--- src/bflw_pkg.sv ---
// package: constants, register map and carriers for the brake feedback load watch
package bflw_pkg;

  // ==========================================================================
  // timing
  localparam int unsigned CLK_PERIOD_NS = 4;
  localparam int unsigned RESTART_STEP_NS = 10000000; // restart delay step of 10 ms
  localparam int unsigned RESTART_STEP_CYCLES = RESTART_STEP_NS / CLK_PERIOD_NS;
  localparam logic [10:0] RESTART_MAX_STEPS = 11'h5DC; // 15.00 s

  // ==========================================================================
  // register map (byte addresses)
  localparam logic [7:0] ADDR_CTRL = 8'h00;
  localparam logic [7:0] ADDR_THRESH = 8'h04;
  localparam logic [7:0] ADDR_RESTART = 8'h08;
  localparam logic [7:0] ADDR_STATUS = 8'h0C;

  // control fields
  localparam int unsigned CTRL_FB_ABS = 0;
  localparam int unsigned CTRL_LOAD_MV = 1;
  localparam int unsigned CTRL_ZS_PRIO = 2;
  localparam int unsigned CTRL_ERR_CLR = 8;

  // status fields
  localparam int unsigned ST_BF_ERR = 0;
  localparam int unsigned ST_LM_ERR = 1;
  localparam int unsigned ST_BC_WARN = 2;
  localparam int unsigned ST_LM_WARN = 3;
  localparam int unsigned ST_ZS_HOLD = 4;
  localparam int unsigned ST_OUT_SEQ = 5;

  // reset values
  localparam logic [2:0] CTRL_RESET = 3'h0;
  localparam logic [15:0] THRESH_RESET = 16'h0000; // zero means monitoring off
  localparam logic [10:0] RESTART_RESET = 11'h000;

  // operating states that matter to the monitor
  localparam logic [3:0] OPST_SWITCH_ON_DIS = 4'h2;
  localparam logic [3:0] OPST_READY = 4'h3;
  localparam logic [3:0] OPST_SWITCHED_ON = 4'h4;
  localparam logic [3:0] OPST_OP_ENABLED = 4'h5;
  localparam logic [3:0] OPST_QUICK_STOP = 4'h6;
  localparam logic [3:0] OPST_FAULT_REACT = 4'h7;
  localparam logic [3:0] OPST_FAULT = 4'h8;

  // axi responses
  localparam logic [1:0] RESP_OKAY = 2'h0;
  localparam logic [1:0] RESP_SLVERR = 2'h2;

  // ==========================================================================
  // carriers
  typedef struct packed {
    logic closedLoop;       // speed loop closed on encoder feedback
    logic brakeEngaging;    // brake engage sequence under way
    logic engageTimeEnd;    // one-cycle pulse, engage time ran out
    logic contactOpen;      // brake contact reads open
    logic relayOpen;        // brake relay feedback reads open
    logic brakeSeqActive;   // any brake sequence under way
    logic motionCmd;        // a motion command is present
    logic newRunCmd;        // one-cycle pulse, fresh run command
    logic stoActive;        // safe torque off active
    logic driveLock;        // drive lock requested
    logic errorTrig;        // another error triggered in the drive
    logic cia402Profile;    // command profile is cia402
    logic [3:0] opState;    // drive operating state
    logic [15:0] speedAbs;  // measured speed magnitude
  } bflw_drive_t;

  typedef struct packed {
    logic brakeFeedbackError;
    logic loadMovementError;
    logic brakeContactWarning;
    logic loadMovementWarning;
    logic zeroSpeedHold;
    logic releaseInhibit;
  } bflw_report_t;

  typedef enum logic [2:0] {
    BFLW_RUN = 3'h1,
    BFLW_HOLD = 3'h2,
    BFLW_LOCK = 3'h4
  } bflw_state_t;

endpackage : bflw_pkg

--- src/bflw_brake_feedback_load_watch.sv ---
// brake feedback check and uncommanded load movement watch with axi4-lite registers
//
// Functional notes
// - feedback-absence option counts only under closed-loop control.
// - option 0: both feedbacks open before engage end, else lock brake feedback error.
// - option 1: failure raises brake contact warning and holds zero speed.
// - movement watch only closed loop, after restart delay following a brake sequence.
// - uncommanded movement is speed above threshold with no motion command.
// - load movement option 0: detection triggers load movement error.
// - option 0: watch in every state except 2, 7 and 8.
// - option 1: detection holds zero speed, no brake release, raises movement warning.
// - threshold zero disables watch; a zero write to both threshold bytes refused while load movement option is 1.
// - zero-speed hold ends on new run, safe torque off or drive lock.
module bflw_brake_feedback_load_watch
  import bflw_pkg::*;
#(
  parameter int unsigned STEP_CYCLES = RESTART_STEP_CYCLES
) (
  // clock and reset
  input wire logic clk_sys,
  input wire logic rst,
  // axi4-lite slave
  input wire logic [7:0] s_axi_awaddr,
  input wire logic s_axi_awvalid,
  output logic s_axi_awready,
  input wire logic [31:0] s_axi_wdata,
  input wire logic [3:0] s_axi_wstrb,
  input wire logic s_axi_wvalid,
  output logic s_axi_wready,
  output logic [1:0] s_axi_bresp,
  output logic s_axi_bvalid,
  input wire logic s_axi_bready,
  input wire logic [7:0] s_axi_araddr,
  input wire logic s_axi_arvalid,
  output logic s_axi_arready,
  output logic [31:0] s_axi_rdata,
  output logic [1:0] s_axi_rresp,
  output logic s_axi_rvalid,
  input wire logic s_axi_rready,
  // drive side
  input wire bflw_drive_t drive,
  output bflw_report_t report
);

  if (STEP_CYCLES < 1 || STEP_CYCLES > 32'h00FFFFFF) begin : g_chk
    $error("STEP_CYCLES out of range");
  end

  // ==========================================================================
  // registers and state
  logic [2:0] ctrl_q, ctrl_d;
  logic [15:0] thresh_q, thresh_d;
  logic [10:0] restart_q, restart_d;
  logic bcWarn_q, bcWarn_d;
  logic lmWarn_q, lmWarn_d;
  logic bfErr_q, bfErr_d;
  logic lmErr_q, lmErr_d;
  bflw_state_t state_q, state_d;
  logic [23:0] tick_q, tick_d;
  logic [10:0] remain_q, remain_d;
  logic awHave_q, awHave_d;
  logic wHave_q, wHave_d;
  logic [7:0] awAddr_q, awAddr_d;
  logic [31:0] wData_q, wData_d;
  logic [3:0] wStrb_q, wStrb_d;
  logic bValid_q, bValid_d;
  logic [1:0] bResp_q, bResp_d;
  logic rValid_q, rValid_d;
  logic [31:0] rData_q, rData_d;
  logic [1:0] rResp_q, rResp_d;
  bflw_report_t report_q, report_d;

  logic outsideSeq;
  logic stateOk;
  logic moveSeen;
  logic engageFail;
  logic doWrite;
  logic errClear;
  logic [31:0] statusWord;

  // ==========================================================================
  // event detection
  always_comb begin
    // restart delay elapsed and no brake sequence under way
    outsideSeq = !drive.brakeSeqActive && (remain_q == 11'h000);
    // operating states in which the watch runs
    if (!ctrl_q[CTRL_LOAD_MV] || ctrl_q[CTRL_ZS_PRIO]) begin
      stateOk = (drive.opState != OPST_FAULT_REACT) && (drive.opState != OPST_FAULT);
      if (!ctrl_q[CTRL_LOAD_MV]) begin
        stateOk = stateOk && (drive.opState != OPST_SWITCH_ON_DIS);
      end
    end else if (drive.cia402Profile) begin
      stateOk = (drive.opState == OPST_OP_ENABLED) || (drive.opState == OPST_QUICK_STOP);
    end else begin
      stateOk = (drive.opState == OPST_READY) || (drive.opState == OPST_SWITCHED_ON)
        || (drive.opState == OPST_OP_ENABLED);
    end
    // speed above threshold with no command; zero threshold turns it off
    moveSeen = drive.closedLoop && outsideSeq && stateOk && !drive.motionCmd
      && (thresh_q != THRESH_RESET) && (drive.speedAbs > thresh_q);
    // either feedback still closed when the engage time ends
    engageFail = drive.closedLoop && drive.brakeEngaging && drive.engageTimeEnd
      && !(drive.contactOpen && drive.relayOpen);
  end

  // ==========================================================================
  // restart delay counter: reloaded during a brake sequence
  always_comb begin
    tick_d = tick_q;
    remain_d = remain_q;
    if (drive.brakeSeqActive) begin
      remain_d = restart_q;
      tick_d = 24'h000000;
    end else if (remain_q != 11'h000) begin
      if (tick_q == 24'(STEP_CYCLES - 1)) begin
        tick_d = 24'h000000;
        remain_d = remain_q - 11'h001;
      end else begin
        tick_d = tick_q + 24'h000001;
      end
    end
  end

  // ==========================================================================
  // supervision state machine, errors and warnings
  always_comb begin
    state_d = state_q;
    bfErr_d = bfErr_q;
    lmErr_d = lmErr_q;
    bcWarn_d = bcWarn_q;
    lmWarn_d = lmWarn_q;
    // software clears sticky warnings by writing one; a new event wins
    if (doWrite && awAddr_q == ADDR_STATUS && wStrb_q[0]) begin
      if (wData_q[ST_BC_WARN]) bcWarn_d = 1'b0;
      if (wData_q[ST_LM_WARN]) lmWarn_d = 1'b0;
    end
    if (errClear) begin
      bfErr_d = 1'b0;
      lmErr_d = 1'b0;
    end
    case (state_q)
      BFLW_RUN: begin
        if (engageFail && !ctrl_q[CTRL_FB_ABS]) begin
          bfErr_d = 1'b1;
          state_d = BFLW_LOCK;
        end else if (moveSeen && !ctrl_q[CTRL_LOAD_MV]) begin
          lmErr_d = 1'b1;
          state_d = BFLW_LOCK;
        end else if (engageFail || moveSeen) begin
          state_d = BFLW_HOLD;
        end
      end
      BFLW_HOLD: begin
        // hold yields to run, sto, lock, and to errors without priority
        if (drive.newRunCmd || drive.stoActive || drive.driveLock
            || (drive.errorTrig && !ctrl_q[CTRL_ZS_PRIO])) begin
          state_d = BFLW_RUN;
        end
      end
      BFLW_LOCK: begin
        if (errClear) begin
          state_d = BFLW_RUN;
        end
      end
      default: state_d = BFLW_RUN;
    endcase
    if (engageFail && ctrl_q[CTRL_FB_ABS]) bcWarn_d = 1'b1;
    if (moveSeen && ctrl_q[CTRL_LOAD_MV]) lmWarn_d = 1'b1;
    report_d.brakeFeedbackError = bfErr_d;
    report_d.loadMovementError = lmErr_d;
    report_d.brakeContactWarning = bcWarn_d;
    report_d.loadMovementWarning = lmWarn_d;
    report_d.zeroSpeedHold = (state_d == BFLW_HOLD);
    report_d.releaseInhibit = (state_d == BFLW_HOLD);
  end

  // ==========================================================================
  // axi4-lite slave
  always_comb begin
    statusWord = 32'h00000000;
    statusWord[ST_BF_ERR] = bfErr_q;
    statusWord[ST_LM_ERR] = lmErr_q;
    statusWord[ST_BC_WARN] = bcWarn_q;
    statusWord[ST_LM_WARN] = lmWarn_q;
    statusWord[ST_ZS_HOLD] = (state_q == BFLW_HOLD);
    statusWord[ST_OUT_SEQ] = outsideSeq;
  end

  assign s_axi_awready = !awHave_q;
  assign s_axi_wready = !wHave_q;
  assign s_axi_arready = !rValid_q;
  assign doWrite = awHave_q && wHave_q && !bValid_q;
  assign errClear = doWrite && awAddr_q == ADDR_CTRL && wStrb_q[1] && wData_q[CTRL_ERR_CLR];

  always_comb begin
    awHave_d = awHave_q;
    wHave_d = wHave_q;
    awAddr_d = awAddr_q;
    wData_d = wData_q;
    wStrb_d = wStrb_q;
    bValid_d = bValid_q;
    bResp_d = bResp_q;
    rValid_d = rValid_q;
    rData_d = rData_q;
    rResp_d = rResp_q;
    ctrl_d = ctrl_q;
    thresh_d = thresh_q;
    restart_d = restart_q;
    if (s_axi_awvalid && !awHave_q) begin
      awHave_d = 1'b1;
      awAddr_d = s_axi_awaddr;
    end
    if (s_axi_wvalid && !wHave_q) begin
      wHave_d = 1'b1;
      wData_d = s_axi_wdata;
      wStrb_d = s_axi_wstrb;
    end
    if (doWrite) begin
      awHave_d = 1'b0;
      wHave_d = 1'b0;
      bValid_d = 1'b1;
      bResp_d = RESP_OKAY;
      case (awAddr_q)
        ADDR_CTRL: begin
          if (wStrb_q[0]) begin
            // load movement option 1 needs a live threshold
            if (wData_q[CTRL_LOAD_MV] && thresh_q == THRESH_RESET) begin
              bResp_d = RESP_SLVERR;
            end else begin
              ctrl_d = wData_q[2:0];
            end
          end
        end
        ADDR_THRESH: begin
          if (wStrb_q[1:0] == 2'h3 && wData_q[15:0] == THRESH_RESET
              && ctrl_q[CTRL_LOAD_MV]) begin
            bResp_d = RESP_SLVERR;
          end else begin
            if (wStrb_q[0]) thresh_d[7:0] = wData_q[7:0];
            if (wStrb_q[1]) thresh_d[15:8] = wData_q[15:8];
          end
        end
        ADDR_RESTART: begin
          if (wStrb_q[1:0] == 2'h3) begin
            if (wData_q[15:0] > 16'(RESTART_MAX_STEPS)) begin
              bResp_d = RESP_SLVERR;
            end else begin
              restart_d = wData_q[10:0];
            end
          end
        end
        ADDR_STATUS: ;
        default: bResp_d = RESP_SLVERR;
      endcase
    end else if (bValid_q && s_axi_bready) begin
      bValid_d = 1'b0;
    end
    if (s_axi_arvalid && !rValid_q) begin
      rValid_d = 1'b1;
      rResp_d = RESP_OKAY;
      case (s_axi_araddr)
        ADDR_CTRL: rData_d = {29'h00000000, ctrl_q};
        ADDR_THRESH: rData_d = {16'h0000, thresh_q};
        ADDR_RESTART: rData_d = {21'h000000, restart_q};
        ADDR_STATUS: rData_d = statusWord;
        default: begin
          rData_d = 32'h00000000;
          rResp_d = RESP_SLVERR;
        end
      endcase
    end else if (rValid_q && s_axi_rready) begin
      rValid_d = 1'b0;
    end
  end

  assign s_axi_bvalid = bValid_q;
  assign s_axi_bresp = bResp_q;
  assign s_axi_rvalid = rValid_q;
  assign s_axi_rdata = rData_q;
  assign s_axi_rresp = rResp_q;
  assign report = report_q;

  // ==========================================================================
  // state registers
  always_ff @(posedge clk_sys) begin
    if (rst) begin
      ctrl_q <= CTRL_RESET;
      thresh_q <= THRESH_RESET;
      restart_q <= RESTART_RESET;
      bcWarn_q <= 1'b0;
      lmWarn_q <= 1'b0;
      bfErr_q <= 1'b0;
      lmErr_q <= 1'b0;
      state_q <= BFLW_RUN;
      tick_q <= 24'h000000;
      remain_q <= 11'h000;
      awHave_q <= 1'b0;
      wHave_q <= 1'b0;
      awAddr_q <= 8'h00;
      wData_q <= 32'h00000000;
      wStrb_q <= 4'h0;
      bValid_q <= 1'b0;
      bResp_q <= RESP_OKAY;
      rValid_q <= 1'b0;
      rData_q <= 32'h00000000;
      rResp_q <= RESP_OKAY;
      report_q <= '0;
    end else begin
      ctrl_q <= ctrl_d;
      thresh_q <= thresh_d;
      restart_q <= restart_d;
      bcWarn_q <= bcWarn_d;
      lmWarn_q <= lmWarn_d;
      bfErr_q <= bfErr_d;
      lmErr_q <= lmErr_d;
      state_q <= state_d;
      tick_q <= tick_d;
      remain_q <= remain_d;
      awHave_q <= awHave_d;
      wHave_q <= wHave_d;
      awAddr_q <= awAddr_d;
      wData_q <= wData_d;
      wStrb_q <= wStrb_d;
      bValid_q <= bValid_d;
      bResp_q <= bResp_d;
      rValid_q <= rValid_d;
      rData_q <= rData_d;
      rResp_q <= rResp_d;
      report_q <= report_d;
    end
  end

endmodule : bflw_brake_feedback_load_watch

--- config.mk ---
export PLATFORM = sky130hd
export DESIGN_NAME = bflw_brake_feedback_load_watch
export DESIGN_NICKNAME = d
export VERILOG_FILES = /design/src/bflw_pkg.sv /design/src/bflw_brake_feedback_load_watch.sv
export SDC_FILE = /design/constraint.sdc
export NUM_CORES = 1
export LEC_CHECK = 0
export BUFFER_PORTS_ARGS = -buffer_cell sky130_fd_sc_hd__buf_2
export CAP_MARGIN = 25
export CORE_UTILIZATION = 44
export DETAILED_ROUTE_END_ITERATION = 8
export PLACE_DENSITY = 0.67
export REMOVE_ABC_BUFFERS = 1
export SLEW_MARGIN = 20
export SYNTH_ARGS = -nofsm -noshare
export SYNTH_HDL_FRONTEND = slang
export SYNTH_SLANG_ARGS = --single-unit
--- constraint.sdc ---
create_clock -name clk_sys -period 3.1 [get_ports clk_sys]
set_input_delay 0 -clock clk_sys [delete_from_list [all_inputs] [get_ports clk_sys]]
set_output_delay 0 -clock clk_sys [all_outputs]
set_load 0.02 [all_outputs]
* Word-level counts from Yosys, hierarchy flattened *
Cells that the tools add are included.

storage, ports and cells
  bits in registers = 139
  bits of input ports = 91
  word-level logic and storage cells = 161

operators by class
  add/sub/neg operators = 2
  $lt $le $gt $ge = 2
  eq/ne operators = 19
  multiplexer cells = 38
  bitwise gates (word level) = 3
  reduce and logical (&&, ||, !) cells = 75

operator list
  kind                                                   count
  one-hot mux 16 bit (4 select lines)                    1
  two-way mux 11 bit                                     3
  == test 8 x 4 -> 1 bit (second input constant)         4
  logical AND 1 bit                                      32
  zero test 16 bit                                       2
  adder 24 x 1 -> 24 bit (second input constant)         1
  == test 24 x 22 -> 1 bit (second input constant)       1
  two-way mux 24 bit                                     1
  two-way mux 1 bit                                      20
  == test 8 x 3 -> 1 bit (second input constant)         2
  > comparator 16 x 11 -> 1 bit (second input constant)  1
  > comparator 16 bit                                    1
  zero test 8 bit                                        2
  AND reduction 4 bit                                    4
  nonzero test 16 bit                                    1
  nonzero test 2 bit                                     8
  two-way mux 3 bit                                      5
  == test 4 x 3 -> 1 bit (second input constant)         3
  two-way mux 2 bit                                      6
  zero test 11 bit                                       1
  nonzero test 11 bit                                    1
  subtractor 11 x 1 -> 11 bit (second input constant)    1
  zero test 1 bit                                        10
  one-hot mux 3 bit (3 select lines)                     1
  14 further kinds                                       27

* Logic depth before layout (Yosys ltp) *
  word-level depth = 15
  depth in mapped cells = 9
  mapped depth without buffers = 8

* Worst setup path after synthesis *
OpenSTA, ideal clock, no wires.

  path type = register to register
  start point = register thresh_q[14]
  end point = register state_q[2]
  library setup time = 100 ps
  arrival time = 2216 ps
  path slack = 785 ps
  stages on the path, launching flop included = 9
  buffers on the path = 0
  cells stage by stage = dfxtp_1 > inv_1 > ha_1 > nand4_1 > nor4_1 > nor4_1 > nand2_1 > or4b_4 > a2111oi_4

on the way
  longest elaborated chain between the ends = 8
  elaborated cells on any way between the ends = 10
  classes of those cells = order compare: 1; mux: 4; reduce/logical: 5

RTL lines
  item                                                         RTL line                               text
  start: declaration                                           bflw_brake_feedback_load_watch.sv:52   logic [15:0] thresh_q, thresh_d;
  start signal: assignment                                     bflw_brake_feedback_load_watch.sv:310  thresh_q <= thresh_d;
  branches (longest 2 deep; another with > comparator 16 bit)  n/a
  logical AND 1 bit *                                          bflw_brake_feedback_load_watch.sv:100  && (thresh_q != THRESH_RESET) && (drive.speedAbs > thresh_q);
  logical OR 1 bit                                             bflw_brake_feedback_load_watch.sv:149  end else if (engageFail || moveSeen) begin
  two-way mux 3 bit                                            bflw_brake_feedback_load_watch.sv:149
  two-way mux 3 bit *                                          bflw_brake_feedback_load_watch.sv:146  end else if (moveSeen && !ctrl_q[CTRL_LOAD_MV]) begin
  two-way mux 3 bit *                                          bflw_brake_feedback_load_watch.sv:143  if (engageFail && !ctrl_q[CTRL_FB_ABS]) begin
  one-hot mux 3 bit (3 select lines) *                         bflw_brake_feedback_load_watch.sv:141  case (state_q)
  end signal: assignment                                       bflw_brake_feedback_load_watch.sv:316  state_q <= state_d;
  end: declaration                                             bflw_brake_feedback_load_watch.sv:58   bflw_state_t state_q, state_d;

Mark *: on every way between the ends.
A chain may end at the register's enable or synchronous reset.

* Worst setup path after layout *
  start point = register remain_q[0]
  end point = register tick_q[7]

on the way
  longest elaborated chain between the ends = 1

RTL lines
  item                      RTL line                               text
  start: declaration        bflw_brake_feedback_load_watch.sv:60   logic [10:0] remain_q, remain_d;
  start signal: assignment  bflw_brake_feedback_load_watch.sv:318  remain_q <= remain_d;
  nonzero test 11 bit       bflw_brake_feedback_load_watch.sv:114  end else if (remain_q != 11'h000) begin
  end signal: assignment    bflw_brake_feedback_load_watch.sv:317  tick_q <= tick_d;
  end: declaration          bflw_brake_feedback_load_watch.sv:59   logic [23:0] tick_q, tick_d;

No other way between the ends.

==> impl_metrics.csv <==
group,metric,value,unit
power_and_ir_drop,swShare,23.1,%
finish,drive_gt1_share,18.9,%
drt,postRouteAntennaNets,0,
drt,drt_iter0_markers,243,
worst_setup_path,reg2reg_depth,7,
worst_setup_path,rr_startpoint,"remain_q[0]",
timing,fmax,378,MHz
floorplanning,fp.dieH,118,um
power_and_ir_drop,p_leak,3.03,nW
clock_tree,clk_latency,0.41,ns
grt,grt_most_used_layer,"met2",
clock_tree,clkTransAtPathRegs,0.05,ns
yosys,syn_inst,694,
power_and_ir_drop,pwr-share-seq,41.7,%
finish,mostFrequentLayoutCell,"dfxtp_1",
finish,syn_to_final_growth,25.0,%
grt,grt_use_total,22.5,%
clock_tree,root_buffer,"clkbuf_16",
worst_setup_path,required,3.36,ns
yosys,synth_edf_count,0,
worst_setup_path,critPathLaunchType,"register",
floorplanning,start_util,45.0,%
drt,first_pass_iters,7,
timing,slew_viol_final,0,
timing,tightest_slew,0.905,ns
timing,finalCritPeriodShare,85.3,%
yosys,avgSynthCellArea,8.58,um^2
timing,rsz0062_at_grt,"false",
finish,diodes,0,
floorplanning,die_width,118,um
grt,overflow,0,
yosys,ys_ff_latch,121,
floorplanning,pin_count,138,
worst_setup_path,critPathKind,"reg2reg",
power_and_ir_drop,power.switching,0.000906,W
drt,num_vias,5315,
finish,final_cell_mix,"dfxtp_1, nor2_1, buf_2",
clock_tree,cts_buffers,17,
power_and_ir_drop,power.share.clock,50.0,%
placed_design,port-buffer-count,101,
clock_tree,cts_setup_buffers,0,
clock_tree,cts_tree,"built",
power_and_ir_drop,internal-power,0.00302,W
worst_setup_path,r2r_slack,0.46,ns
status,status,"finished clean",
finish,final_nets,924,
clock_tree,clockBufferDepth,2,
yosys,seq_area_frac_synth,40.7,%
floorplanning,dieArea,14000,um^2
worst_setup_path,arrival,2.91,ns
placed_design,place_congestion,0.840,
hold_path,min_path_type,"in2reg",
timing,post-route-min-period,2.64,ns
drt,wl_per_cell,15.2,um
hold_path,hold_end,"state_q[0]",
grt,grt_util_met2,39.8,%
yosys,synthArstFlopShare,0,%
hold_path,hp-start,"drive[22]",
worst_setup_path,cp_max_fo,24,
power_and_ir_drop,power_frac_comb,8.3,%
drt,totalWireLength,15200,um
power_and_ir_drop,power-per-cell-area,527,nW/um^2
yosys,syn_area,5960,um^2
drt,drc_errors,0,
timing,hold_viol,0,
grt,grt_start_max_net_pins,65,
grt,first_global_vias,5184,
grt,use_met1,26.3,%
timing,slew_headroom,38.1,%
finish,final_core_util,56.2,%
grt,antenna_found_initial,0,
timing,finalSetupViolCount,0,
yosys,synth_flop_cell,"dfxtp_1",
hold_path,min_path_cells,4,
yosys,synth_warnings,0,
finish,fillers,1241,
drt,drt-vias-per-instance,5.30,
flow_run,drv_cap,0,
clock_tree,htreeDepth,4,
placed_design,dp_hpwl,10800,um
floorplanning,std_cell_rows,42,
timing,tns,0,ns
worst_setup_path,reg2reg_to,"tick_q[7]",
worst_setup_path,endpoint_kind,"register",
floorplanning,core,13200,um^2
grt,grt_use_met3,5.89,%
yosys,synth.distinct_cells,58,
clock_tree,clock-sinks,121,
power_and_ir_drop,ir_worst_vdd,0.000502,V
grt,grt_pass1_wl,24900,um
timing,fin_worst_skew,0.00503,ns
layer usage:
metal | up-vias | wire, um
li1 | 2633 | -
met1 | 2561 | 6710
met2 | 108 | 7740
met3 | 13 | 570
met4 | 0 | 176
met5 | - | 0
synthesized netlist by cell type, types with 4 or more instances:
cell      number  area [um^2]
dfxtp_1      121         2420
nor2_1       108          405
nand2_1       62          233
a21oi_1       42          210
mux2i_1       38          380
inv_1         33          124
xor2_1        25          219
buf_4         23          173
clkbuf_1      21         78.8
ha_1          19          238
nand4_1       19          119
nand3_1       17         85.1
a22oi_1       16          120
nor4_1        14         87.6
nor3_1        12         60.1
o21ai_0       12         60.1
a211oi_1      10         75.1
and3_1         8         50.1
buf_2          7         35.0
nor2b_1        7         43.8
buf_1          5         18.8
nand2b_1       5         31.3
xnor2_1        5         43.8
and4_1         4         35.0
nand4b_1       4         35.0
nor4b_1        4         35.0
o211ai_1       4         30.0
kinds of logic after synthesis:
group	after synthesis	share of synthesized area (%)
and+or+nand+nor	288	24.3
adders and majority gates	19	3.99
muxes	44	8.09
DFF	121	40.7
AOI/OAI and AO/OA	102	11.3
other	1	0.0630
xor gates and xnor gates	30	4.41
buffers and inverters	89	7.20
through the flow:
stage          total power, W  hold slack (ns)  area, um^2  std cells  setup slack [ns]
3_3_place_gp          0.00194            0.183        6500        937             0.531
6_report              0.00393           0.0239        7440       1003             0.457
3_5_place_dp          0.00196            0.193        6510        938             0.432
5_1_grt               0.00407           0.0597        7440       1003             0.229
2_1_floorplan         0.00182           0.0691        5720        655             0.362
4_1_cts               0.00395           0.0317        7430       1003             0.459
power by group through the flow:
stage	Sequential, W	Combinational (W)	Clock (W)
5_1_grt	0.00164	0.000360	0.00207
3_3_place_gp	0.00166	0.000278	0
6_report	0.00164	0.000326	0.00196
3_5_place_dp	0.00167	0.000288	0
4_1_cts	0.00164	0.000322	0.00199
2_1_floorplan	0.00166	0.000163	0
registers in the layout (all words and copies together), names as in the netlist, 5 cells and up:
register / flops
wData_q: 16
thresh_q: 16
report: 5
s_axi_rdata: 16
restart_q: 11
tick_q: 24
remain_q: 11
awAddr_q: 8
layout make-up:
cell class              count  area (um^2)  area share [%]
repair buffers            140          891            12.0
well taps                 176          220            2.96
clock inverters             7         88.8            1.19
multi-input cells         501         3190            42.9
inverters                  33          124            1.66
flip-flops and latches    121         2420            32.5
clock buffers              25          505            6.79
critical path, cell delays in order, from the launching register on:
cell and delay [ns]:
dfxtp_1 0.35, inv_1 0.09, ha_1 0.20, nor4b_2 0.18, a31oi_1 0.48, and4_4 0.41, or3_1 0.66, nor2_1 0.12
repair_timing:
| item | CTS | global route |
|---|---|---|
| hold buffers | 33 | 0 |
| resized for setup | 0 | 0 |
| hold endpoints to repair | 34 | 0 |
worst max-delay path by stage:
| stage | cells past startpoint | to | from |
|---|---|---|---|
| floorplan | 6 | thresh_q[0] | s_axi_bvalid |
| global placement | 7 | tick_q[0] | remain_q[0] |
| detailed placement | 7 | tick_q[17] | remain_q[0] |
| CTS | 7 | tick_q[7] | remain_q[0] |
| global route | 7 | tick_q[1] | remain_q[1] |
| finish | 7 | tick_q[7] | remain_q[0] |
Power figures use the tool's default switching activity.
